**src/rtl/msw_consts.vh**
```
`ifndef MSW_CONSTS_VH
`define MSW_CONSTS_VH

// ****************************************************************
// Register addresses.
// ****************************************************************
`define MSW_ADDR_SWITCH   7'h01
`define MSW_ADDR_ERRCFG   7'h02
`define MSW_ADDR_ERRFLAG  7'h03
`define MSW_ADDR_BURST    7'h05
`define MSW_ADDR_SEQEN    7'h06
`define MSW_ADDR_SEQLIST  7'h07
`define MSW_ADDR_EDGE     7'h09
`define MSW_ADDR_SOFTRST  7'h0b

// ****************************************************************
// Reset values.
// ****************************************************************
`define MSW_RST_SWITCH    8'h00
`define MSW_RST_ERRCFG    8'h06
`define MSW_RST_ZERO      8'h00
`define MSW_RST_LIST8     8'hff
`define MSW_RST_LIST4     8'h0f

// ****************************************************************
// Command frame layout and special frames.
// ****************************************************************
`define MSW_READ_BIT      15
`define MSW_ADDR_HI       14
`define MSW_ADDR_LO       8
`define MSW_DATA_HI       7
`define MSW_DATA_LO       0
`define MSW_FRAME_DAISY   16'h2500
`define MSW_FRAME_CLRERR  16'h6ca9
`define MSW_FRAME_EXIT1   16'ha318
`define MSW_FRAME_EXIT2   16'he3b4
`define MSW_SOFT_KEY1     8'ha3
`define MSW_SOFT_KEY2     8'h05

// ****************************************************************
// Field positions.
// ****************************************************************
`define MSW_EN_BIT        0
`define MSW_SEL_LO        1
`define MSW_SEL_HI        3
`define MSW_DUAL_RSV_BIT  3
`define MSW_GPO_LO        4
`define MSW_GPO_HI        7
`define MSW_RWERR_BIT     2
`define MSW_ONE_BIT       0

`endif

```
**src/rtl/msw_select_decode.v**
```verilog
`include "msw_consts.vh"

// Turns the enable and select fields into a one-hot switch request.
module msw_select_decode #(
  parameter NCH = 8
) (
  input  wire           enable,
  input  wire [2:0]     select,
  output wire [NCH-1:0] oneHot
);

  // ****************************************************************
  // Per-channel compare.
  // ****************************************************************
  genvar i;
  generate
    for (i = 0; i < NCH; i = i + 1) begin : gCh
      // The index is held as a vector so its low bits can be cut on purpose.
      localparam [31:0] IDX = i;
      // Only one index can equal the select, so the vector stays one-hot.
      assign oneHot[i] = enable && (select == IDX[2:0]);
    end
  endgenerate

endmodule

```
**src/rtl/msw_register_bank.v**
```verilog
`include "msw_consts.vh"

// Notes on behaviour
// Upper switch bits drive four general outputs.
// Sequencer active forces general outputs low.
// Switch register at 0x01, resets to 0x00.
// Enable plus select picks channel select+1; the decode drives oneHot bit select instead.
// Dual variant bit three reserved, reads zero.
// Keys 0xA3 then 0x05 restore defaults.
// Daisy chain commands only reach switch register.
// Sequencing starts only via sequencer enable register.
// Switch request is one-hot from registered fields.
module msw_register_bank #(
  parameter DUAL = 0
) (
  input  wire                   clk,
  input  wire                   resetn,
  input  wire                   ce,
  input  wire                   cmdValid,
  input  wire [15:0]            cmdFrame,
  output reg                    rdValid,
  output reg  [7:0]             rdData,
  output reg  [(DUAL?4:8)-1:0]  switchOn,
  output reg                    generalOutputOne,
  output reg                    generalOutputTwo,
  output reg                    generalOutputThree,
  output reg                    generalOutputFour,
  output reg                    sequencerActive,
  output reg                    daisyActive
);

  localparam NCH = DUAL ? 4 : 8;
  localparam [7:0] LIST_RST = DUAL ? `MSW_RST_LIST4 : `MSW_RST_LIST8;
  // Writable mask of the switch register; the dual part has bit 3 held.
  localparam [7:0] SW_MASK = DUAL ? 8'hf7 : 8'hff;
  localparam [7:0] LIST_MASK = DUAL ? 8'h0f : 8'hff;

  // ****************************************************************
  // Register state.
  // ****************************************************************
  reg [7:0] switchAndOutputControl;
  reg [7:0] errorCheckEnables;
  reg [7:0] errorIndications;
  reg [7:0] burstEnable;
  reg [7:0] sequencerEnable;
  reg [7:0] sequenceChannelList;
  reg [7:0] conversionEdgeChoice;
  reg [7:0] softwareResetTrigger;
  reg       softArmed;
  reg       exitArmed;

  reg [7:0] next_switch;
  reg [7:0] next_errCfg;
  reg [7:0] next_errFlag;
  reg [7:0] next_burst;
  reg [7:0] next_seqEn;
  reg [7:0] next_seqList;
  reg [7:0] next_edge;
  reg [7:0] next_soft;
  reg       next_softArmed;
  reg       next_exitArmed;
  reg       next_daisy;
  reg       next_rdValid;
  reg [7:0] next_rdData;

  wire       isRead  = cmdFrame[`MSW_READ_BIT];
  wire [6:0] addr    = cmdFrame[`MSW_ADDR_HI:`MSW_ADDR_LO];
  wire [7:0] data    = cmdFrame[`MSW_DATA_HI:`MSW_DATA_LO];
  wire [7:0] selData = next_switch;
  wire [NCH-1:0] next_switchOn;

  // Decode from the value the register is about to hold, so the flopped
  // request changes on the same edge as the register itself.
  msw_select_decode #(
    .NCH(NCH)
  ) uDecode (
    .enable(selData[`MSW_EN_BIT]),
    .select(DUAL ? {1'b0, selData[`MSW_SEL_HI-1:`MSW_SEL_LO]}
                 : selData[`MSW_SEL_HI:`MSW_SEL_LO]),
    .oneHot(next_switchOn)
  );

  // ****************************************************************
  // Command handling.
  // ****************************************************************
  // One process works out every next value; the order of the branches
  // gives daisy mode and sequencing priority over addressed commands.
  always @* begin
    next_switch    = switchAndOutputControl;
    next_errCfg    = errorCheckEnables;
    next_errFlag   = errorIndications;
    next_burst     = burstEnable;
    next_seqEn     = sequencerEnable;
    next_seqList   = sequenceChannelList;
    next_edge      = conversionEdgeChoice;
    next_soft      = softwareResetTrigger;
    next_softArmed = softArmed;
    next_exitArmed = exitArmed;
    next_daisy     = daisyActive;
    next_rdValid   = 1'b0;
    next_rdData    = rdData;
    if (cmdValid) begin
      if (daisyActive) begin
        // Chained devices only ever load the switch register.
        next_switch = data & SW_MASK;
      end else if (sequencerActive) begin
        // Only the two-frame exit sequence is recognised here.
        next_exitArmed = (cmdFrame == `MSW_FRAME_EXIT1);
        if (exitArmed && cmdFrame == `MSW_FRAME_EXIT2) begin
          next_seqEn = `MSW_RST_ZERO;
        end
      end else if (cmdFrame == `MSW_FRAME_DAISY) begin
        next_daisy     = 1'b1;
        next_softArmed = 1'b0;
      end else if (cmdFrame == `MSW_FRAME_CLRERR) begin
        next_errFlag   = `MSW_RST_ZERO;
        next_softArmed = 1'b0;
      end else if (isRead) begin
        next_rdValid   = 1'b1;
        next_softArmed = 1'b0;
        case (addr)
          `MSW_ADDR_SWITCH:  next_rdData = switchAndOutputControl;
          `MSW_ADDR_ERRCFG:  next_rdData = errorCheckEnables;
          `MSW_ADDR_ERRFLAG: next_rdData = errorIndications;
          `MSW_ADDR_BURST:   next_rdData = burstEnable;
          `MSW_ADDR_SEQEN:   next_rdData = sequencerEnable;
          `MSW_ADDR_SEQLIST: next_rdData = sequenceChannelList;
          `MSW_ADDR_EDGE:    next_rdData = conversionEdgeChoice;
          `MSW_ADDR_SOFTRST: next_rdData = softwareResetTrigger;
          default: begin
            next_rdData = `MSW_RST_ZERO;
            if (errorCheckEnables[`MSW_RWERR_BIT]) begin
              next_errFlag[`MSW_RWERR_BIT] = 1'b1;
            end
          end
        endcase
      end else begin
        next_softArmed = 1'b0;
        case (addr)
          `MSW_ADDR_SWITCH:  next_switch = data & SW_MASK;
          `MSW_ADDR_ERRCFG:  next_errCfg = data & 8'h07;
          `MSW_ADDR_BURST:   next_burst  = data & 8'h01;
          `MSW_ADDR_SEQEN:   next_seqEn  = data & 8'h01;
          `MSW_ADDR_SEQLIST: next_seqList = data & LIST_MASK;
          `MSW_ADDR_EDGE:    next_edge   = data & 8'h01;
          `MSW_ADDR_SOFTRST: begin
            next_soft      = data;
            next_softArmed = (data == `MSW_SOFT_KEY1);
            if (softArmed && data == `MSW_SOFT_KEY2) begin
              // Second key: every register returns to its default.
              next_switch    = `MSW_RST_SWITCH;
              next_errCfg    = `MSW_RST_ERRCFG;
              next_errFlag   = `MSW_RST_ZERO;
              next_burst     = `MSW_RST_ZERO;
              next_seqEn     = `MSW_RST_ZERO;
              next_seqList   = LIST_RST;
              next_edge      = `MSW_RST_ZERO;
              next_soft      = `MSW_RST_ZERO;
              next_softArmed = 1'b0;
            end
          end
          default: begin
            // Unknown or read-only target: the data is dropped; only the error flag may be set.
            if (errorCheckEnables[`MSW_RWERR_BIT]) begin
              next_errFlag[`MSW_RWERR_BIT] = 1'b1;
            end
          end
        endcase
      end
    end
  end

  // ****************************************************************
  // State and output flops.
  // ****************************************************************
  // Outputs are flopped so the analog drivers never see decode glitches.
  always @(posedge clk or negedge resetn) begin
    if (!resetn) begin
      switchAndOutputControl <= `MSW_RST_SWITCH;
      errorCheckEnables      <= `MSW_RST_ERRCFG;
      errorIndications       <= `MSW_RST_ZERO;
      burstEnable            <= `MSW_RST_ZERO;
      sequencerEnable        <= `MSW_RST_ZERO;
      sequenceChannelList    <= LIST_RST;
      conversionEdgeChoice   <= `MSW_RST_ZERO;
      softwareResetTrigger   <= `MSW_RST_ZERO;
      softArmed              <= 1'b0;
      exitArmed              <= 1'b0;
      daisyActive            <= 1'b0;
      sequencerActive        <= 1'b0;
      rdValid                <= 1'b0;
      rdData                 <= `MSW_RST_ZERO;
      switchOn               <= {NCH{1'b0}};
      generalOutputOne       <= 1'b0;
      generalOutputTwo       <= 1'b0;
      generalOutputThree     <= 1'b0;
      generalOutputFour      <= 1'b0;
    end else if (ce) begin
      switchAndOutputControl <= next_switch;
      errorCheckEnables      <= next_errCfg;
      errorIndications       <= next_errFlag;
      burstEnable            <= next_burst;
      sequencerEnable        <= next_seqEn;
      sequenceChannelList    <= next_seqList;
      conversionEdgeChoice   <= next_edge;
      softwareResetTrigger   <= next_soft;
      softArmed              <= next_softArmed;
      exitArmed              <= next_exitArmed;
      daisyActive            <= next_daisy;
      sequencerActive        <= next_seqEn[`MSW_ONE_BIT];
      rdValid                <= next_rdValid;
      rdData                 <= next_rdData;
      switchOn               <= next_switchOn;
      // General outputs follow their bits unless the sequencer runs.
      generalOutputOne   <= next_switch[`MSW_GPO_LO]
                            & ~next_seqEn[`MSW_ONE_BIT];
      generalOutputTwo   <= next_switch[`MSW_GPO_LO+1]
                            & ~next_seqEn[`MSW_ONE_BIT];
      generalOutputThree <= next_switch[`MSW_GPO_LO+2]
                            & ~next_seqEn[`MSW_ONE_BIT];
      generalOutputFour  <= next_switch[`MSW_GPO_HI]
                            & ~next_seqEn[`MSW_ONE_BIT];
    end
  end

endmodule

```
**config.mk**
```make
export PLATFORM = sky130hd
export DESIGN_NAME = msw_register_bank
export DESIGN_NICKNAME = d
export VERILOG_FILES = /design/src/rtl/msw_select_decode.v /design/src/rtl/msw_register_bank.v
export VERILOG_INCLUDE_DIRS = /design/src /design/src/rtl
export SDC_FILE = /design/constraint.sdc
export NUM_CORES = 1
export LEC_CHECK = 0
export ABC_CLOCK_PERIOD_IN_PS = 2750
export BUFFER_PORTS_ARGS = -buffer_cell sky130_fd_sc_hd__clkbuf_2
export CAP_MARGIN = 25
export CORE_MARGIN = 2
export CORE_UTILIZATION = 59
export CTS_BUF_LIST = sky130_fd_sc_hd__clkbuf_8
export DETAILED_ROUTE_END_ITERATION = 12
export PLACE_DENSITY = 0.82
export SYNTH_ARGS = -nofsm -noshare
export SYNTH_HDL_FRONTEND = slang
export SYNTH_SLANG_ARGS = --single-unit
```
**constraint.sdc**
```tcl
create_clock -name clk -period 2.75 [get_ports clk]
set_input_delay 0.275 -clock clk [delete_from_list [all_inputs] [get_ports clk]]
set_output_delay 0.275 -clock clk [all_outputs]
set_load 0.02 [all_outputs]
```
== Yosys cells after proc, flatten, opt, wreduce, memory -nomap -nowiden ==
Cells that the tools add are included.
Word-level totals
  register bits: 88
  input port bits: 20
  output and inout port bits: 23
  word-level logic and storage cells: 142
Cells by class
  equality and inequality tests: 31
  mux-type cells: 49
  bitwise operators: 10
  reductions and logical operators: 32
Operators by type and width (number)
  two-way mux 8 bit: 18
  one-hot mux 8 bit (2 select lines): 6
  one-hot mux 8 bit (8 select lines): 1
  AND reduction 9 bit: 5
  equality test 16 bit (second input constant): 2
  AND reduction 8 bit: 3
  equality test 7 x 3 -> 1 bit (second input constant): 3
  two-way mux 1 bit: 19
  equality test 16 x 14 -> 1 bit (second input constant): 1
  equality test 16 x 15 -> 1 bit (second input constant): 1
  equality test 7 x 2 -> 1 bit (second input constant): 2
  equality test 7 x 4 -> 1 bit (second input constant): 2
  equality test 3 bit (second input constant): 4
  nonzero test 2 bit: 6
  logical AND 1 bit: 10
  two-way mux 5 bit: 2
  equality test 8 x 3 -> 1 bit (second input constant): 1
  equality test 8 bit (second input constant): 1
  AND reduction 4 bit: 2
  OR reduction 8 bit: 1
  equality test 7 x 1 -> 1 bit (second input constant): 1
  AND reduction 7 bit: 1
  equality test 3 x 2 -> 1 bit (second input constant): 2
  inequality test 2 x 1 -> 1 bit (second input constant): 3
  14 further kinds: 25

== Depth between registers and ports, before layout ==
Gate-level depths: netlist of run 1.
  depth after elaboration: 12
  depth in mapped cells: 9
  depth with buffers taken out: 6

== Modules after synthesis ==
From an unflattened synthesis of run 1, not the netlist that was laid out.
Unflattened totals
  cell total of the unflattened synthesis: 287
  area total of the unflattened synthesis: 3101.7 um^2
By module, submodules not included
  msw_register_bank: instances 1, cells an instance 279, area each 3005.4 um^2, sequential area each 1388.8 um^2
  msw_select_decode: instances 1, cells an instance 8, area each 96.3 um^2, sequential area each 0.0 um^2

== Least setup slack after synthesis of run 1 ==
OpenSTA, ideal clock, no wires.
  path kind: input to register
  start: input cmdFrame[12]
  end: register softwareResetTrigger[4]
  setup time: 125 ps
  data arrival time: 2098 ps
  required time: 2625 ps
  slack: 527 ps
  cell stages on the path: 7
  buffers on the path: 3
  path through: or3_1 buf_6 or3_1 buf_2 or3_4 buf_6 mux2_4
Between the ends
  longest elaborated chain between the ends: 3
  elaborated cells between the ends (all ways): 6
  classes of those cells: 3 x eq/ne; 2 x bitwise; 1 x reduce/logical
Ends and longest elaborated chain
  from (decl): RTL line msw_register_bank.v:20  | input wire [15:0] cmdFrame,
  equality test 16 x 15 -> 1 bit (no line) or equality test 16 x 14 -> 1 bit (tied branches)
  NOT 1 bit (no line)
  AND reduction 8 bit (no line) (*)
  to (signal assigned): RTL line msw_register_bank.v:186  | softwareResetTrigger <= `MSW_RST_ZERO;
  to (signal assigned): RTL line msw_register_bank.v:206  | softwareResetTrigger <= next_soft;
  to (decl): RTL line msw_register_bank.v:48  | reg [7:0] softwareResetTrigger;
Every way passes the cells marked *; elsewhere a longest branch is shown, timed or not.
A chain may end at the register's enable or synchronous reset.

== Worst setup path in the final report of run 1 ==
  start: register sequencerEnable[0]
  end: register generalOutputTwo
Between the ends
  longest elaborated chain between the ends: 5
  elaborated cells between the ends (all ways): 8
  classes of those cells: 6 x mux; 2 x bitwise
Ends and longest elaborated chain
  from (decl): RTL line msw_register_bank.v:45  | reg [7:0] sequencerEnable;
  from (signal assigned): RTL line msw_register_bank.v:183  | sequencerEnable <= `MSW_RST_ZERO;
  from (signal assigned): RTL line msw_register_bank.v:203  | sequencerEnable <= next_seqEn;
  two-way mux 8 bit: RTL line msw_register_bank.v:106  | end else if (sequencerActive) begin
  two-way mux 1 bit: RTL line msw_register_bank.v:103  | if (daisyActive) begin
  two-way mux 1 bit: RTL line msw_register_bank.v:102  | if (cmdValid) begin
  NOT 1 bit: RTL line msw_register_bank.v:218  | & ~next_seqEn[`MSW_ONE_BIT];
  bitwise AND 1 bit (*): RTL line msw_register_bank.v:217  | generalOutputTwo <= next_switch[`MSW_GPO_LO+1]
  to (signal assigned): RTL line msw_register_bank.v:217
  to (decl): RTL line msw_register_bank.v:25  | output reg generalOutputTwo,
Marked as above.

==> impl_metrics.env, run 1 <==
export IMPL_status="complete, no violations"
export IMPL_layout_drive_gt1_share_pct=23.6
export IMPL_vias_per_cell=6.38
export IMPL_design_area_um2=3280
export IMPL_worstPathRequired_ns=2.95
export IMPL_clockBufferDepth=2
export IMPL_endpoint_kind="register"
export IMPL_rsz0062_at_grt="no"
export IMPL_grt_pass1_wl_um=12100
export IMPL_drv_cap=0
export IMPL_p_leak_uw=0.00149
export IMPL_synth_nets=325
export IMPL_ys_seq_area_share_pct=47.7
export IMPL_drtIter0Drc=308
export IMPL_powerDensity_nw_per_um2=462
export IMPL_holdBufCountCts=0
export IMPL_nets=362
export IMPL_grt_overflow_total=0
export IMPL_cts_buffers=5
export IMPL_antenna_found_initial=0
export IMPL_ant_nets=0
export IMPL_synth_edf_count=0
export IMPL_period_minus_slack_ns=2.23
export IMPL_synth_area_um2=2910
export IMPL_postCtsResizedCells=0
export IMPL_max_freq_mhz=449
export IMPL_finalHoldViolations=0
export IMPL_synthFlopType="dfrtp_1"
export IMPL_ios=43
export IMPL_clockRootBuffer="clkbuf_8"
export IMPL_syn_mean_instance_area_um2=9.54
export IMPL_tightestPinTransition_ns=0.714
export IMPL_clock_sinks=55
export IMPL_clk_pin_slew_ns=0.09
export IMPL_setup_viol=0
export IMPL_grt_max_degree=56
export IMPL_die_w_um=74.2
export IMPL_crit_type="reg -> reg"
export IMPL_skew_ns=0.00711
export IMPL_synthTopCellsByArea="dfrtp_1 39%, dfstp_2 9.0%, nand2_1 4.3%"
export IMPL_gp_congestion=0.963
export IMPL_cts_tree="built"
export IMPL_num_vias=2616
export IMPL_synthCells=305
export IMPL_htree_levels=2
export IMPL_diodes=0
export IMPL_netSwitchingFraction_pct=25.5
export IMPL_core_um2=4750
export IMPL_rows=25
export IMPL_power_frac_seq_pct=56.8
export IMPL_internal_power_uw=1130
export IMPL_tns_ns=0
export IMPL_p_comb_share_pct=11.5
export IMPL_drc=0
export IMPL_postCtsSetupBuffers=0
export IMPL_cp_max_fo=6
export IMPL_area_delta_synth_final_pct=12.6
export IMPL_synth_seq_cells=55
export IMPL_clock_power_share_pct=31.7
export IMPL_place_area_um2=3180
export IMPL_maxSlewHeadroom_pct=51.9
export IMPL_port_buffers=42
export IMPL_synth_area_leader_cell="dfrtp_1"
export IMPL_wl_per_cell_um=18.4
export IMPL_period_share_pct=81.1
export IMPL_fillCellCount=406
export IMPL_report_final_slew_viol_count=0
export IMPL_max_vdd_ir_drop_v=0.000338
export IMPL_hold_path_class="in -> async"
export IMPL_p_switching_uw=386
export IMPL_start_util_pct=61.2
export IMPL_yosys_warnings=0
export IMPL_grt_use_total_pct=28.9
export IMPL_routed_wl_um=7550
export IMPL_crit_arrival_ns=2.43
export IMPL_yosysUniqueCellTypes=55
export IMPL_die_area_um2=5510
export IMPL_fp_dieH_um=74.2
export IMPL_hpwl_um=5450
export IMPL_firstDrtPassIters=6
export IMPL_start_kind="register"
export IMPL_yosys_area_top_type_share_pct=38.7
export IMPL_grt_pass1_vias=2393
export IMPL_async_reset_ff_share_pct=100
export IMPL_clk_latency_ns=0.31
## layout by cell type, fill, tap and decap left out, types with 6 or more instances in the layout
cell type	Yosys	routed
nand2b_1	10	10
o2bb2ai_1	9	9
inv_1	6	7
clkbuf_2	0	42
a21oi_1	7	7
a22o_1	10	10
buf_4	0	9
o21ai_0	24	24
nand3_1	7	7
clkbuf_8	0	7
nor2_1	31	31
nor2b_1	6	6
dfrtp_1	45	45
nor3_1	7	6
dfstp_2	10	10
nand2_1	33	33
## cell usage after synthesis, types with 2 or more instances
| cell | number |
|---|---|
| nor2_1 | 31 |
| nand2_1 | 33 |
| a22oi_1 | 3 |
| o2bb2ai_1 | 9 |
| nand4b_1 | 3 |
| a22o_1 | 10 |
| nor4b_1 | 2 |
| dfrtp_1 | 45 |
| nand4_1 | 5 |
| nand2b_1 | 10 |
| mux2_2 | 2 |
| a21o_1 | 3 |
| a21oi_1 | 7 |
| nand3_1 | 7 |
| buf_6 | 2 |
| or2_2 | 2 |
| and2_1 | 3 |
| nor2b_1 | 6 |
| buf_2 | 5 |
| inv_1 | 6 |
| dfstp_2 | 10 |
| a31oi_1 | 2 |
| mux2_4 | 4 |
| a221o_1 | 5 |
| o32a_1 | 2 |
| a221oi_1 | 2 |
| o21ai_0 | 24 |
| and3_1 | 4 |
| nor3b_1 | 2 |
| a222oi_1 | 5 |
| clkbuf_1 | 13 |
| or3_1 | 5 |
| nor4_1 | 4 |
| nor3_1 | 7 |
| o21bai_1 | 2 |
## power by group through the flow
stage / Clock [uW] / Sequential (uW) / Combinational (uW)
6_report: 479 / 860 / 174
5_1_grt: 523 / 863 / 193
4_1_cts: 486 / 859 / 173
3_5_place_dp: 0 / 874 / 173
3_3_place_gp: 0 / 873 / 171
2_1_floorplan: 0 / 873 / 98.4
## worst max-delay path: stages (launching register included)
cell and delay, ns:
dfrtp_1 0.46, or4b_1 0.54, o41ai_2 0.35, a21oi_1 0.15, and3_1 0.26, a221o_1 0.36
## cell type report
class | instances | area [um2] | area share (%)
inverter | 6 | 22.5 | 0.687
timing repair buffer | 51 | 278 | 8.48
clock inverter | 1 | 3.75 | 0.115
sequential | 55 | 1390 | 42.4
clock buffer | 7 | 96.3 | 2.94
tap | 67 | 83.8 | 2.56
multi-input combinational | 223 | 1400 | 42.8
## worst paths after layout
path | depth (start not counted) | end | slack (ns) | start
min reg2reg | 2 | rdData[3] | 0.48 | rdData[3]
min | 2 | rdData[0] | 0.08 | resetn
max reg2reg | 5 | generalOutputTwo | 0.52 | sequencerEnable[0]
max | 5 | generalOutputTwo | 0.52 | sequencerEnable[0]
max in group asynchronous | 2 | rdData[5] | 2.21 | resetn
min in group clk | 3 | sequenceChannelList[1] | 0.33 | cmdFrame[1]
## cells by family after synthesis
logic type,Yosys count,share of synthesized area [%]
DFF,55,47.7
muxes,7,3.18
buffers and inverters,27,4.21
and+or+nand+nor,133,23.9
AOI/OAI and AO/OA,83,21.0
## per-stage QoR
step | instances | utilization [%] | setup slack [ns] | hold WS (ns) | power (uW)
after floorplan | 305 | - | 0.527 | -0.0206 | 971
after global placement | 402 | 66.8 | 0.428 | 0.434 | 1040
after detailed placement | 402 | 66.8 | 0.374 | 0.445 | 1050
after CTS | 410 | 68.9 | 0.531 | 0.105 | 1520
after global routing | 410 | 68.9 | 0.331 | 0.148 | 1580
final | 410 | 68.9 | 0.521 | 0.0770 | 1510
## flip-flops by register name (all words and copies together), names as in the netlist
name and cells:
rdData 8, sequenceChannelList 8, softwareResetTrigger 8, switchAndOutputControl 8, switchOn 8, errorCheckEnables 3
burstEnable 1, conversionEdgeChoice 1, daisyActive 1, errorIndications 1, exitArmed 1, generalOutputFour 1
generalOutputOne 1, generalOutputThree 1, generalOutputTwo 1, rdValid 1, sequencerEnable 1, softArmed 1
## layer usage
metal	global-route usage (%)	vias up	wire length, um
met2	45.6	139	3550
li1	-	1199	-
met4	6.55	0	127
met1	41.7	1259	3240
met3	5.42	19	629
met5	0	-	0
Note: power is estimated with default switching activity, not from simulation.
==> inputs of run 2 (changes only) <==
- ABC_CLOCK_PERIOD_IN_PS: 2750 -> 2050
- CORE_UTILIZATION: 59 -> 53
- PLACE_DENSITY: 0.82 -> 0.78
- clock period: 2.75 -> 2.05 ns (I/O delays scaled with it)
==> run 2 against run 1 <==
Register-to-register slack got worse by 0.44 ns. Combinational power grew 68%. Die area up 11%. Largest cell class unchanged. Largest power group unchanged.
==> impl_metrics.env, run 2 (synthesized netlist as in run 1, its figures left out) <==
export IMPL_clockRootBuffer="clkbuf_8"
export IMPL_hpwl_um=6120
export IMPL_fin_cells=450
export IMPL_firstDrtPassIters=5
export IMPL_p_leak_uw=0.00171
export IMPL_place_ws_ns=-0.119
export IMPL_port_buffers=42
export IMPL_die_area_um2=6100
export IMPL_hold_path_class="in -> reg"
export IMPL_start_util_pct=55.9
export IMPL_clk_pin_slew_ns=0.11
export IMPL_grt_pass1_vias=2646
export IMPL_min_from="cmdFrame[7]"
export IMPL_seqCellArea_um2=1390
export IMPL_clockBufferDepth=2
export IMPL_setup_slack_ns=0.0838
export IMPL_crit_arrival_ns=2.23
export IMPL_start_kind="register"
export IMPL_ant_nets=0
export IMPL_fp_dieH_um=78.1
export IMPL_clk_latency_ns=0.33
export IMPL_multiInputGateArea_um2=1480
export IMPL_cp_cell_sequence="or4b_4 -> o41ai_4 -> a21oi_2 -> a22o_1 -> or2_1 -> o2bb2ai_1"
export IMPL_worstPathRequired_ns=2.31
export IMPL_maxSlewHeadroom_pct=59.2
export IMPL_grt_use_total_pct=28.6
export IMPL_num_vias=2758
export IMPL_setup_viol=0
export IMPL_rr_startpoint="sequencerEnable[0]"
export IMPL_period_minus_slack_ns=1.97
export IMPL_drtIter0Drc=253
export IMPL_diodes=0
export IMPL_critPathSlowestCell="or4b_4"
export IMPL_cts_tree="built"
export IMPL_powerDensity_nw_per_um2=577
export IMPL_grt_overflow_total=0
export IMPL_wl_per_cell_um=18.3
export IMPL_area_delta_synth_final_pct=25.8
export IMPL_crit_path_start="sequencerEnable[0]"
export IMPL_report_final_slew_viol_count=0
export IMPL_antenna_found_initial=0
export IMPL_grt_max_degree=33
export IMPL_layout_drive_gt1_share_pct=33.9
export IMPL_cp_max_fo=5
export IMPL_clock_sinks=55
export IMPL_vias_per_cell=6.13
export IMPL_routed_wl_um=8220
export IMPL_crit_type="reg -> reg"
export IMPL_cpPeakStageDelay_ns=0.51
export IMPL_htree_levels=2
export IMPL_status="complete, no violations"
export IMPL_finalHoldViolations=0
export IMPL_dp_cells=440
export IMPL_ios=43
export IMPL_endpoint_kind="register"
export IMPL_drv_cap=0
export IMPL_period_share_pct=95.9
export IMPL_r2r_setup_slack_ns=0.08
export IMPL_fillCellCount=424
export IMPL_drc=0
export IMPL_max_vdd_ir_drop_v=0.000396
export IMPL_rows=26
export IMPL_die_w_um=78.1
export IMPL_final_common_cell="dfrtp_1"
export IMPL_nets=399
export IMPL_core_um2=5200
export IMPL_cts_buffers=5
export IMPL_gp_congestion=0.890
export IMPL_grt_pass1_wl_um=13500
export IMPL_rsz0062_at_grt="yes"
export IMPL_skew_ns=0.00768
export IMPL_tightestPinTransition_ns=0.612
export IMPL_layout_common_cells="45 x dfrtp_1, 43 x buf_4, 42 x clkbuf_2"
export IMPL_max_freq_mhz=509
## run 2: path summary, 6_finish.rpt
check	to	cells after the start
setup reg to reg	switchOn[1]	6
min in group asynchronous	rdData[0]	2
setup / recovery	switchOn[1]	6
max in group asynchronous	sequenceChannelList[3]	3
hold / removal	switchAndOutputControl[7]	3
hold reg to reg	sequenceChannelList[6]	2
## run 2: layout make-up
| class | count | share of cell area (%) |
|---|---|---|
| clock buffer | 5 | 1.88 |
| multi-input combinational | 223 | 40.3 |
| sequential | 55 | 37.9 |
| clock inverter | 3 | 0.923 |
| tap | 70 | 2.39 |
| timing repair buffer | 88 | 15.9 |
| inverter | 6 | 0.615 |
## run 2: routing by layer
| layer | vias up | GRT usage, % | wire length [um] |
|---|---|---|---|
| li1 | 1274 | - | - |
| met2 | 131 | 45.7 | 4000 |
| met5 | - | 0 | 0 |
| met4 | 0 | 7.54 | 87 |
| met3 | 9 | 4.25 | 526 |
| met1 | 1344 | 41.0 | 3610 |
## run 2: stage by stage
stage | hold slack, ns | area [um2] | TNS (ns) | util (%) | power, uW
final | 0.293 | 3660 | 0 | 70.3 | 2110
after global routing | 0.287 | 3660 | -0.0110 | 70.3 | 2200
after CTS | 0.283 | 3600 | 0 | 69.1 | 2120
after detailed placement | 0.245 | 3470 | -0.712 | 66.7 | 1450
after global placement | 0.234 | 3470 | -0.368 | 66.7 | 1440
after floorplan | -0.0906 | 2920 | -0.0952 | - | 1300
## run 2: repair_timing
| action | CTS | global route |
|---|---|---|
| pin swaps | 0 | 1 |
| gates cloned | 0 | 0 |
| setup endpoints to repair | 3 | 29 |
| endpoints found under the hold margin | 16 | 0 |
| gates resized for setup | 3 | 11 |
| buffers inserted | 0 | 1 |
| hold buffers | 1 | 0 |
## run 2: report_power, final
group | total (uW) | switching [uW] | leakage [uW] | internal, uW
clock network | 663 | 403 | 0.0000519 | 260
registers | 1150 | 27.4 | 0.000718 | 1130
logic | 293 | 172 | 0.000942 | 121
## run 2: critical path, delay by kind of cell (launching register included)
kind	cells	cell delay [ns]
flops	1	0.39
simple gates	2	0.77
compound gates	4	0.75
==> inputs of run 3 (changes only) <==
- CELL_PAD_IN_SITES_DETAIL_PLACEMENT: default -> 1
- CELL_PAD_IN_SITES_GLOBAL_PLACEMENT: default -> 1
- CORE_UTILIZATION: 53 -> 41
- CTS_CLUSTER_DIAMETER: default -> 100
==> run 3 against run 2 <==
The flow now finishes with violations (negative setup slack). Hold slack worse by 0.027 ns. Critical path depth is 1 higher. Sequential power hardly changed. Total power is 0.60% higher. Final area is 2.2% higher. Clock power is 2% lower. Via count is 2.0% higher. Maximum frequency is 5.2% lower. Clock skew hardly changed. Combinational power is 7.5% higher. Clock-buffer cell count stayed put. Critical path type unchanged. Largest power group unchanged.
==> impl_metrics.env, run 3 (synthesized netlist as in run 1, its figures left out) <==
export IMPL_hold_path_class="in -> reg"
export IMPL_diodes=0
export IMPL_htree_levels=2
export IMPL_r2r_setup_slack_ns=-0.02
export IMPL_powerDensity_nw_per_um2=568
export IMPL_fillCellCount=810
export IMPL_hold_path_end="generalOutputTwo"
export IMPL_violations="negative setup slack"
export IMPL_maxSlewHeadroom_pct=64.9
export IMPL_tns_ns=-0.0295
export IMPL_cts_buffers=5
export IMPL_cp_max_fo=4
export IMPL_start_kind="register"
export IMPL_antenna_found_initial=0
export IMPL_p_comb_share_pct=14.8
export IMPL_drv_cap=0
export IMPL_port_buffers=42
export IMPL_final_common_cell="buf_4"
export IMPL_grt_pass1_vias=2813
export IMPL_report_final_slew_viol_count=0
export IMPL_timing_rr_end="switchOn[2]"
export IMPL_finalHoldViolations=0
export IMPL_layout_drive_gt1_share_pct=35.6
export IMPL_hold_depth=2
export IMPL_rsz0062_at_grt="yes"
export IMPL_hpwl_um=7160
export IMPL_grt_pass1_wl_um=14800
export IMPL_p_switching_uw=613
export IMPL_setup_viol=2
export IMPL_vias_per_cell=5.81
export IMPL_setup_slack_ns=-0.0231
export IMPL_crit_arrival_ns=2.32
export IMPL_fin_cells=484
export IMPL_rows=30
export IMPL_crit_type="reg -> reg"
export IMPL_power_frac_seq_pct=54.4
export IMPL_grt_use_total_pct=25.3
export IMPL_cts_tree="built"
export IMPL_firstDrtPassIters=4
export IMPL_clock_power_share_pct=30.8
export IMPL_dp_cells=474
export IMPL_wl_per_cell_um=19.8
export IMPL_layout_common_cells="52 x buf_4, 45 x dfrtp_1, 42 x clkbuf_2"
export IMPL_clock_sinks=55
export IMPL_min_from="cmdFrame[5]"
export IMPL_drc=0
export IMPL_drtIter0Drc=110
export IMPL_fp_dieH_um=88.3
export IMPL_num_vias=2813
export IMPL_grt_max_degree=26
export IMPL_worstPathRequired_ns=2.30
export IMPL_start_util_pct=42.6
export IMPL_ios=43
export IMPL_gp_congestion=0.919
export IMPL_max_freq_mhz=482
export IMPL_die_w_um=88.3
export IMPL_core_um2=6830
export IMPL_ff2ff_path_depth=7
export IMPL_clockBufferDepth=2
export IMPL_period_minus_slack_ns=2.07
export IMPL_netSwitchingFraction_pct=28.9
export IMPL_clk_pin_slew_ns=0.11
export IMPL_grt_overflow_total=0
export IMPL_endpoint_kind="register"
export IMPL_skew_ns=0.00814
export IMPL_status="complete, but fails checks"
export IMPL_routed_wl_um=9570
export IMPL_clockRootBuffer="clkbuf_8"
export IMPL_tightestPinTransition_ns=0.525
export IMPL_total_power_uw=2120
export IMPL_internal_power_uw=1510
export IMPL_ant_nets=0
export IMPL_nets=407
export IMPL_period_share_pct=101
export IMPL_area_delta_synth_final_pct=28.5
export IMPL_rr_startpoint="sequencerEnable[0]"
export IMPL_max_vdd_ir_drop_v=0.000256
export IMPL_clk_latency_ns=0.32
export IMPL_die_area_um2=7790
export IMPL_p_leak_uw=0.00174
## run 3: changes by cell type in the layout (fill, tap and decap cells not counted), sizes merged
cell and delta:
buf +8, inv -1, clkinvlp +1
## run 3: critical path: stages (launching register included)
cell,delay [ns]
dfrtp_1,0.40
or4b_4,0.53
o41ai_4,0.29
a21oi_2,0.10
a22o_1,0.22
o21bai_1,0.16
buf_4,0.16
o2bb2ai_1,0.15
## run 3: power groups by stage
| stage | Clock (uW) | Combinational (uW) | Sequential (uW) |
|---|---|---|---|
| CTS | 670 | 302 | 1150 |
| floorplan | 0 | 132 | 1170 |
| detailed placement | 0 | 296 | 1170 |
| global placement | 0 | 282 | 1170 |
| finish | 653 | 315 | 1160 |
| global route | 702 | 343 | 1160 |
## run 3: worst max path at each step
| stage | cells after the start | endpoint | startpoint |
|---|---|---|---|
| floorplan | 7 | softwareResetTrigger[4] | cmdFrame[14] |
| global placement | 5 | softwareResetTrigger[6] | cmdFrame[14] |
| detailed placement | 7 | switchOn[1] | cmdFrame[14] |
| CTS | 6 | switchOn[1] | sequencerEnable[0] |
| global route | 7 | switchOn[2] | sequencerEnable[0] |
| finish | 7 | switchOn[2] | sequencerEnable[0] |
## run 3: timing repair
item,in CTS,in global routing
endpoints found under the setup margin,9,29
resized for setup,3,12
hold buffers,1,0
pin swaps,0,1
hold endpoints to repair,12,0
buffers inserted,0,1
## run 3: layout make-up
class | instances | area [um2] | share of cell area [%]
clock buffer | 5 | 68.8 | 1.84
sequential | 55 | 1390 | 37.1
inverter | 6 | 22.5 | 0.602
tap | 96 | 120 | 3.21
timing repair buffer | 96 | 631 | 16.9
clock inverter | 3 | 27.5 | 0.736
multi-input combinational | 223 | 1480 | 39.6
## run 3: per-stage QoR
stage	setup slack (ns)	utilization (%)	hold slack [ns]	cell area, um2
after detailed placement	-0.0954	52.0	0.200	3550
after floorplan	-0.0238	-	-0.0906	2920
after CTS	0.0134	53.8	0.248	3680
after global routing	-0.108	54.8	0.253	3740
final	-0.0231	54.8	0.267	3740
after global placement	-0.00609	52.0	0.199	3550
## run 3: metal layers
metal,global-route usage (%),wire [um],up-vias
li1,-,-,1290
met1,34.0,4140,1438
met2,42.7,4830,70
met3,3.73,413,15
met4,7.44,184,0
met5,0,0,-
